$ cat src/hw/lrao_consts.svh
`ifndef LRAO_CONSTS_SVH
`define LRAO_CONSTS_SVH

// Register addresses on the byte-wide register port
`define LRAO_ADDR_LOOP_CTRL 8'h2C
`define LRAO_ADDR_PERIOD_HI 8'h2E
`define LRAO_ADDR_PERIOD_LO 8'h2F
`define LRAO_ADDR_IMP_COEF 8'h30

// Loop control field positions
`define LRAO_FALLBACK_EN_BIT 7
`define LRAO_ATTEMPT_MSB 6
`define LRAO_ATTEMPT_LSB 5
`define LRAO_WAVE_SHAPE_BIT 0

// Reset values
`define LRAO_PERIOD_RST 10'h0C6
`define LRAO_LOOP_CTRL_RST 8'h00
`define LRAO_IMP_COEF_RST 8'h00

// Fewest attempts, for attempt-count code 0
`define LRAO_ATTEMPT_BASE 3'h3

// Period step, in picoseconds, and clock period in picoseconds
`define LRAO_STEP_PS 24615000
`define LRAO_CLK_PS 10000
// Cycles per step, rounded to nearest
`define LRAO_STEP_CYCLES ((`LRAO_STEP_PS + (`LRAO_CLK_PS / 2)) / `LRAO_CLK_PS)

`endif

$ cat src/hw/lrao_pkg.sv
`default_nettype none

package lrao_pkg;

	// Drive engine states, Gray along idle -> closed -> open
	typedef enum logic [1:0] {
		LRAO_IDLE = 2'b00,
		LRAO_CLOSED = 2'b01,
		LRAO_OPEN = 2'b11
	} lrao_state_t;

endpackage

`default_nettype wire

$ cat src/hw/lrao_top.sv
`timescale 1ns/1ns
`default_nettype none
`include "lrao_consts.svh"

module lrao_top
	import lrao_pkg::*;
#(
	parameter int STEP_CYCLES = `LRAO_STEP_CYCLES,
	parameter int HALF_W = 24
) (
	// Clock, reset, enable
	input wire logic sys_clk,
	input wire logic srst,
	input wire logic ce,
	// Register port
	input wire logic [7:0] reg_addr,
	input wire logic [7:0] reg_wdata,
	input wire logic reg_wr,
	input wire logic reg_rd,
	output logic [7:0] reg_rdata,
	// Diagnostic coefficient load
	input wire logic coef_load,
	input wire logic [7:0] coef_value,
	// Drive control and back-EMF
	input wire logic drive_run,
	input wire logic closed_loop_sel,
	input wire logic bemf_zc,
	// Drive outputs
	output logic drive_active,
	output logic drive_pol,
	output logic drive_sine_sel,
	output logic open_loop_active,
	output logic [HALF_W-1:0] resonance_half_cycles
);

	// Register state
	logic [9:0] open_loop_period_reg; // Programmed period in steps
	logic [7:0] loop_ctrl_reg; // Fallback enable, attempt count, wave shape
	logic [7:0] imp_coef_reg; // Impedance coefficient, read-only to host

	// Engine state
	lrao_state_t state_reg, state_next;
	logic [$clog2(STEP_CYCLES+1)-1:0] step_cnt_reg; // Prescaler within one step
	logic step_tick; // One step of 24.615 us elapsed
	logic [9:0] step_pos_reg; // Steps into current period
	logic [9:0] period_act_reg; // Period in use, latched at boundary
	logic [HALF_W-1:0] half_cnt_reg; // Cycles since last zero crossing
	logic [2:0] miss_cnt_reg; // Consecutive missed crossings
	logic miss_event; // A full period passed with no crossing
	logic [2:0] attempt_limit;

	// Register read mux, shared by read data path
	function automatic logic [7:0] reg_read(input logic [7:0] addr);
		case (addr)
			`LRAO_ADDR_LOOP_CTRL: reg_read = loop_ctrl_reg;
			`LRAO_ADDR_PERIOD_HI: reg_read = {6'h00, open_loop_period_reg[9:8]};
			`LRAO_ADDR_PERIOD_LO: reg_read = open_loop_period_reg[7:0];
			`LRAO_ADDR_IMP_COEF: reg_read = imp_coef_reg;
			default: reg_read = 8'h00;
		endcase
	endfunction

	// Host writes to the period and control bytes
	always_ff @(posedge sys_clk) begin
		if (srst) begin
			open_loop_period_reg <= `LRAO_PERIOD_RST;
			loop_ctrl_reg <= `LRAO_LOOP_CTRL_RST;
		end else if (ce && reg_wr) begin
			case (reg_addr)
				// Reserved high bits are dropped, read back zero
				`LRAO_ADDR_PERIOD_HI: open_loop_period_reg[9:8] <= reg_wdata[1:0];
				`LRAO_ADDR_PERIOD_LO: open_loop_period_reg[7:0] <= reg_wdata;
				// Reserved middle bits kept zero
				`LRAO_ADDR_LOOP_CTRL: loop_ctrl_reg <= reg_wdata & 8'hE1;
				default: begin
				end
			endcase
		end
	end

	// Coefficient comes only from the diagnostic side; host writes ignored
	always_ff @(posedge sys_clk) begin
		if (srst) begin
			imp_coef_reg <= `LRAO_IMP_COEF_RST;
		end else if (ce && coef_load) begin
			imp_coef_reg <= coef_value;
		end
	end

	// Registered read data, held between reads
	always_ff @(posedge sys_clk) begin
		if (srst) begin
			reg_rdata <= 8'h00;
		end else if (ce && reg_rd) begin
			reg_rdata <= reg_read(reg_addr);
		end
	end

	// Attempts before fallback: code plus three
	assign attempt_limit = `LRAO_ATTEMPT_BASE
		+ {1'b0, loop_ctrl_reg[`LRAO_ATTEMPT_MSB:`LRAO_ATTEMPT_LSB]};

	// Step prescaler, restarted whenever the engine is idle
	assign step_tick = (step_cnt_reg == ($bits(step_cnt_reg))'(STEP_CYCLES - 1));
	always_ff @(posedge sys_clk) begin
		if (srst) begin
			step_cnt_reg <= '0;
		end else if (ce) begin
			if (state_reg == LRAO_IDLE || step_tick) begin
				step_cnt_reg <= '0;
			end else begin
				step_cnt_reg <= step_cnt_reg + 1'b1;
			end
		end
	end

	// Missed crossing: a whole period of steps without back-EMF crossing
	assign miss_event = (state_reg == LRAO_CLOSED) && step_tick && !bemf_zc
		&& (step_pos_reg + 10'h001 >= period_act_reg);

	// Engine next state
	always_comb begin
		state_next = state_reg;
		case (state_reg)
			LRAO_IDLE: begin
				if (drive_run) begin
					state_next = closed_loop_sel ? LRAO_CLOSED : LRAO_OPEN;
				end
			end
			LRAO_CLOSED: begin
				if (!drive_run) begin
					state_next = LRAO_IDLE;
				end else if (miss_event && loop_ctrl_reg[`LRAO_FALLBACK_EN_BIT]
					&& (miss_cnt_reg + 3'h1 >= attempt_limit)) begin
					state_next = LRAO_OPEN;
				end
			end
			LRAO_OPEN: begin
				if (!drive_run) begin
					state_next = LRAO_IDLE;
				end
			end
			default: state_next = LRAO_IDLE;
		endcase
	end

	// Engine state register
	always_ff @(posedge sys_clk) begin
		if (srst) begin
			state_reg <= LRAO_IDLE;
		end else if (ce) begin
			state_reg <= state_next;
		end
	end

	// Miss counter; any crossing clears it
	always_ff @(posedge sys_clk) begin
		if (srst) begin
			miss_cnt_reg <= 3'h0;
		end else if (ce) begin
			if (state_reg != LRAO_CLOSED || bemf_zc) begin
				miss_cnt_reg <= 3'h0;
			end else if (miss_event && miss_cnt_reg != 3'h7) begin
				miss_cnt_reg <= miss_cnt_reg + 3'h1;
			end
		end
	end

	// Step position within the period; new period only at the boundary
	always_ff @(posedge sys_clk) begin
		if (srst) begin
			step_pos_reg <= 10'h000;
			period_act_reg <= `LRAO_PERIOD_RST;
		end else if (ce) begin
			if (state_reg == LRAO_IDLE || (state_reg == LRAO_CLOSED && bemf_zc)) begin
				step_pos_reg <= 10'h000;
				period_act_reg <= open_loop_period_reg;
			end else if (step_tick) begin
				if (step_pos_reg + 10'h001 >= period_act_reg) begin
					step_pos_reg <= 10'h000;
					period_act_reg <= open_loop_period_reg;
				end else begin
					step_pos_reg <= step_pos_reg + 10'h001;
				end
			end
		end
	end

	// Half-cycle measurement between back-EMF crossings
	always_ff @(posedge sys_clk) begin
		if (srst) begin
			half_cnt_reg <= '0;
			resonance_half_cycles <= '0;
		end else if (ce) begin
			if (state_reg != LRAO_CLOSED) begin
				half_cnt_reg <= '0;
			end else if (bemf_zc) begin
				// Each crossing gives a fresh estimate, no averaging
				// Saturated count is published as is, never wraps to zero
				resonance_half_cycles <= (half_cnt_reg == '1) ? half_cnt_reg
					: half_cnt_reg + 1'b1;
				half_cnt_reg <= '0;
			end else if (half_cnt_reg != '1) begin
				half_cnt_reg <= half_cnt_reg + 1'b1;
			end
		end
	end

	// Drive polarity: crossings in closed loop, half periods in open loop
	always_ff @(posedge sys_clk) begin
		if (srst) begin
			drive_pol <= 1'b0;
		end else if (ce) begin
			case (state_reg)
				LRAO_CLOSED: begin
					// Flip on every crossing, and on each missed period with no crossing
					if (bemf_zc || miss_event) begin
						drive_pol <= ~drive_pol;
					end
				end
				LRAO_OPEN: begin
					if (step_tick && (step_pos_reg + 10'h001 == {1'b0, period_act_reg[9:1]}
						|| step_pos_reg + 10'h001 >= period_act_reg)) begin
						drive_pol <= ~drive_pol;
					end
				end
				default: drive_pol <= 1'b0;
			endcase
		end
	end

	// Status and shape outputs; fallback entry always drives square
	always_ff @(posedge sys_clk) begin
		if (srst) begin
			drive_active <= 1'b0;
			open_loop_active <= 1'b0;
			drive_sine_sel <= 1'b0;
		end else if (ce) begin
			drive_active <= (state_next != LRAO_IDLE);
			open_loop_active <= (state_next == LRAO_OPEN);
			if (state_next == LRAO_IDLE) begin
				// Shape select only stands while open loop runs
				drive_sine_sel <= 1'b0;
			end else if (state_reg == LRAO_IDLE) begin
				drive_sine_sel <= !closed_loop_sel
					&& loop_ctrl_reg[`LRAO_WAVE_SHAPE_BIT];
			end else if (state_reg == LRAO_CLOSED && state_next == LRAO_OPEN) begin
				drive_sine_sel <= 1'b0;
			end
		end
	end

endmodule

`default_nettype wire

$ cat config.mk
export PLATFORM = sky130hd
export DESIGN_NAME = lrao_top
export DESIGN_NICKNAME = d
export VERILOG_FILES = /design/src/hw/lrao_pkg.sv /design/src/hw/lrao_top.sv
export VERILOG_INCLUDE_DIRS = /design/src /design/src/hw
export SDC_FILE = /design/constraint.sdc
export NUM_CORES = 1
export LEC_CHECK = 0
export ABC_CLOCK_PERIOD_IN_PS = 5000
export BUFFER_PORTS_ARGS = -buffer_cell sky130_fd_sc_hd__buf_4
export CAP_MARGIN = 30
export CORE_ASPECT_RATIO = 1.75
export CORE_MARGIN = 2
export CORE_UTILIZATION = 35
export DETAILED_ROUTE_END_ITERATION = 8
export SYNTH_ARGS = -nofsm -noshare
export SYNTH_HDL_FRONTEND = slang
export SYNTH_SLANG_ARGS = --single-unit
$ cat constraint.sdc
create_clock -name sys_clk -period 5 [get_ports sys_clk]
set_clock_uncertainty 0.1 [all_clocks]
set_input_delay 0.5 -clock sys_clk [delete_from_list [all_inputs] [get_ports sys_clk]]
set_output_delay 0.5 -clock sys_clk [all_outputs]
set_load 0.005 [all_outputs]
== Yosys cells after proc, flatten, opt, wreduce, memory -nomap -nowiden ==
Index checks and enable logic that the tools add are counted.
W data, S select, Z words.

* Flip-flop bits (word level): 119
* Bits of input ports: 33
* Output and inout bits: 36
* Word-level logic and storage cells: 104

* Order comparisons: 2
* Multiplexer cells: 26
* $add $sub $neg: 5
* Reductions and logical operators: 38
* Bitwise logic cells: 2
* Equal/unequal tests: 15

{| class="wikitable"
|+ Operators with widths
! kind !! count
|-
| $mux W24 || 4
|-
| $mux W10 || 6
|-
| $eq A8 B6 Y1 const B || 4
|-
| $pmux W8 S4 || 1
|-
| $add A24 B1 Y24 const B || 1
|-
| $eq A24 B24 Y1 const B || 1
|-
| $ne A24 B24 Y1 const B || 1
|-
| $reduce_and A2 Y1 || 7
|-
| $logic_and A1 B1 Y1 || 13
|-
| $add A12 B1 Y12 const B || 1
|-
| $eq A12 B12 Y1 const B || 1
|-
| $mux W12 || 1
|-
| $add A10 B1 Y10 const B || 1
|-
| $eq A10 B9 Y1 || 1
|-
| $ge A10 B10 Y1 || 1
|-
| $mux W2 || 5
|-
| $reduce_and A3 Y1 || 3
|-
| $reduce_bool A2 Y1 || 4
|-
| $mux W3 || 2
|-
| $pmux W2 S3 || 1
|-
| $reduce_bool A3 Y1 || 2
|-
| $logic_or A1 B1 Y1 || 5
|-
| $mux W1 || 5
|-
| $eq A2 B2 Y1 const B || 2
|-
| other kinds (11) || 15
|}

== Depth between registers and ports, before layout ==
* Depth in word-level cells: 14
* Gate-level depth with buffers: 14
* Mapped depth without buffers: 12

== Worst setup path after synthesis ==
OpenSTA, ideal clock, no wires.

* Path kind: reg2reg
* Start: reg step_pos_reg[5]
* End: reg step_pos_reg[2]
* Required time: 4.830 ns
* Stages on the path, launching flop included: 12
* Arrival time: 2.755 ns
* Path buffers: 2
* Path slack: 2.075 ns
* Setup time: 0.070 ns
* Period minus slack after synthesis: 2.925 ns
* Cells stage by stage: dfxtp_1 > clkbuf_1 > nand4_1 > nor3_1 > xor2_1 > ha_1 > nand2_1 > o21ai_0 > a211o_1 > clkbuf_1 > or4_1 > a21oi_1

* Longest elaborated chain between the ends: 5

{| class="wikitable"
|+ Ends and longest elaborated chain
! item !! RTL line !! RTL
|-
| start, declared || lrao_top.sv:45 || <nowiki>logic [9:0] step_pos_reg;</nowiki>
|-
| start signal, assigned || lrao_top.sv:183 || <nowiki>step_pos_reg <= step_pos_reg + 10'h001;</nowiki>
|-
| $add A10 B1 Y10 || lrao_top.sv:179 || <nowiki>if (step_pos_reg + 10'h001 >= period_act_reg) begin</nowiki>
|-
| $ge A10 B10 Y1 || lrao_top.sv:179 ||
|-
| $mux W10 || lrao_top.sv:179 ||
|-
| $mux W10 || lrao_top.sv:178 || <nowiki>end else if (step_tick) begin</nowiki>
|-
| $mux W10 || lrao_top.sv:175 || <nowiki>if (state_reg == LRAO_IDLE || (state_reg == LRAO_CLOSED && bemf_zc)) begin</nowiki>
|}

Every way passes these cells. The select of a mux whose other input is x is not followed.
A chain may end at the register's enable or synchronous reset.

== Worst setup path after layout ==
* Start: reg step_pos_reg[0]
* End: reg step_pos_reg[6]

* Longest elaborated chain between the ends: 5

{| class="wikitable"
|+ Ends and longest elaborated chain
! item !! RTL line
|-
| $add A10 B1 Y10 * || lrao_top.sv:179, lrao_top.sv:183
|-
| $ge A10 B10 Y1 || lrao_top.sv:179
|-
| $mux W10 * || lrao_top.sv:179
|-
| $mux W10 * || lrao_top.sv:178
|-
| $mux W10 * || lrao_top.sv:175
|}

Every way passes the cells marked *; elsewhere a longest branch is shown, timed or not. The select of a mux whose other input is x is not followed.

==> metrics.txt <==
die area about 19000 um^2; Hold Crit Class primary input to flip-flop; number of synthesized register bits about 120; core region area 17000 um^2; R2R depth 11; DRC 0; Critical Path Fanout Max 11; Crit Path Class flip-flop to flip-flop; Final Non-Filler Cells approximately 1000; Layout Utilization 43.3%; width of the die roughly 100 um; Post-Syn Instances between 700 and 800; status complete, no violations; gpl congestion between 0.8 and 0.9; CTS tree done; P_int about 1.8 mW; Comb power frac 6.3%; Routed WL 16000 um; Max Buffers Root-to-Sink 2; Critical Path End Type flip-flop; vias in the first global route 5271; PortBufs between 60 and 70; Worst Slack Setup Final around 1.6 ns; Clk pwr share a little over half; CTS Buf Count 17; Chip Height between 150 and 200 um; starting density of the core 35.8%; Tcrit/Tclk final just under 70%; Worst-Margin Slew about 1 ns; DRT iter0 DRCs 246; crit-path cells ha_1 > inv_1 > nor3_1 > xor2_1 > ha_1 > nand2_1 > o21ai_0 > a211o_1 > nor2_1 > nand3b_1 > a21oi_1; flop-to-flop setup slack 1.57 ns; drt via density ~5.3; DR WL/cell roughly 15 um; I/O Pins 69; share of layout cells above drive strength 1 roughly 15%; via count roughly 5500; leakage power around 2.8 nW; pins over their slew limit 0; worst skew pair latency 0.42 ns; max_cap viols 0; Hold Buf Count CTS 0; first-pass GRT wire length approximately 26000 um; clk root buf clkbuf_16; HPWL after DPL approximately 11000 um; WP data required roughly 5.2 ns; Yosys warnings 0; synthesized area about 6000 um^2; post-CTS setup buffer count 0; initial antenna violation count 0; Post-Place Worst Slack ~1.6 ns; EDFF count, synth 0; NetSw between 0.5 and 0.6 mW; Hold Crit Depth 3; most common cell after layout, fill and taps aside dfxtp_1; crit-path most repeated cell ha_1; Hold Vio Cnt, Final 0; Worst Path Arrival about 3.7 ns; syn_nets around 800; largest net degree at the start of global routing 73; number of inserted diodes 0; ys flop type dfxtp_1; Cell variety after synth between 60 and 70; Synth async-reset ratio 0%; Max Freq 0.291 GHz; clk sinks ~120; crit path time final ~3.4 ns; Worst path max stage delay 0.57 ns; relative slew slack around a third; CP max-delay cell nor2_1; RSZ-0062 raised after global routing no; Row Count 63; Setup violations, final 0; Design Power 2.36 mW; Post-DRT Antenna Nets 0; most frequent cells in the layout dfxtp_1, nor2_1, nand2_1; setup tns final 0 ns; total grt overflow 0; critical path launch point type flip-flop; post-CTS sizing 0; Net Sw Frac about a quarter; Power Density approximately 320 nW/um^2; drt pass-1 iters 4; GRT Overall Usage approximately 18%; register share of total power 41.4%; CTS clk-pin slew, worst paths approximately 0.06 ns; Area Overhead vs Synth 21.0%; VDD IR max 0.228 mV; post-synthesis sequential area ratio 39.1%; Placed Instances around 1000; syn_area_per_cell 8.12 um^2; H-tree depth reported by CTS 4; Final Net Count between 800 and 900
## metal layers
layer / up-vias / share of wire, % / global-route usage [%]
li1: 2788 / - / -
met5: - / 0 / 0
met2: 133 / 54 / 33.4
met1: 2584 / 40 / 18.7
met3: 18 / 3.2 / 3.87
met4: 0 / 2.0 / 7.71
## metrics by stage
stage	instance area (um^2)	hold WS (ns)
after floorplan	6090	0.336
after global placement	6770	0.344
after detailed placement	6770	0.349
after CTS	7370	0.181
after global routing	7370	0.195
final	7370	0.197
## worst paths after layout
check | endpoint | from
min | open_loop_period_reg[2] | reg_wdata[2]
min reg2reg | resonance_half_cycles[0] | resonance_half_cycles[0]
max | step_pos_reg[6] | step_pos_reg[0]
max reg2reg | step_pos_reg[6] | step_pos_reg[0]
## final cells by class
class,count,area (um^2)
repair buffers,77,578
inverters,19,71.3
well taps,227,284
flip-flops and latches,119,2380
fillers,1750,9660
clock inverters,14,168
clock buffers,18,429
multi-input cells,567,3460
## power by group through the flow
stage               sequential [mW]  combinational (mW)  clock, mW
global route                  0.981               0.167       1.31
global placement              0.999               0.151          0
CTS                           0.979               0.151       1.27
finish                        0.979               0.150       1.23
floorplan                     0.996              0.0907          0
detailed placement             1.00               0.151          0
## critical path: cells and delay by family, from the launching register on
family	cells	cell delay [ns]
AO/OA/AOI/OAI	3	0.69
XOR/XNOR	1	0.27
adder cells (fa/ha/maj)	2	0.57
buffers and inverters	1	0.09
flip-flops	1	0.47
AND/OR/NAND/NOR	4	1.16
## synth_stat cells (16+ instances only)
cell type / count / share of area [%]
dfxtp_1: 119 / 39
nor2_1: 94 / 5.8
nand2_1: 85 / 5.2
a21oi_1: 64 / 5.3
nand3_1: 38 / 3.1
clkbuf_1: 36 / 2.2
o21ai_0: 28 / 2.3
xnor2_1: 24 / 3.5
ha_1: 20 / 4.1
xor2_1: 19 / 2.7
inv_1: 18 / 1.1
a311oi_1: 16 / 2.3
mux2i_1: 16 / 2.6
## cells by family (layout without fill, tap and decap cells)
logic type,after synthesis,in the layout,share of synthesized area [%]
AO/OA/AOI/OAI,168,168,17.5
buffers and inverters,64,128,4.13
flip-flops,119,119,39.1
multiplexers,16,16,2.63
XOR/XNOR,46,46,7.29
AND/OR/NAND/NOR,317,317,25.2
adder cells (fa/ha/maj),20,20,4.11
No activity file was read; power rests on OpenSTA's default activity.
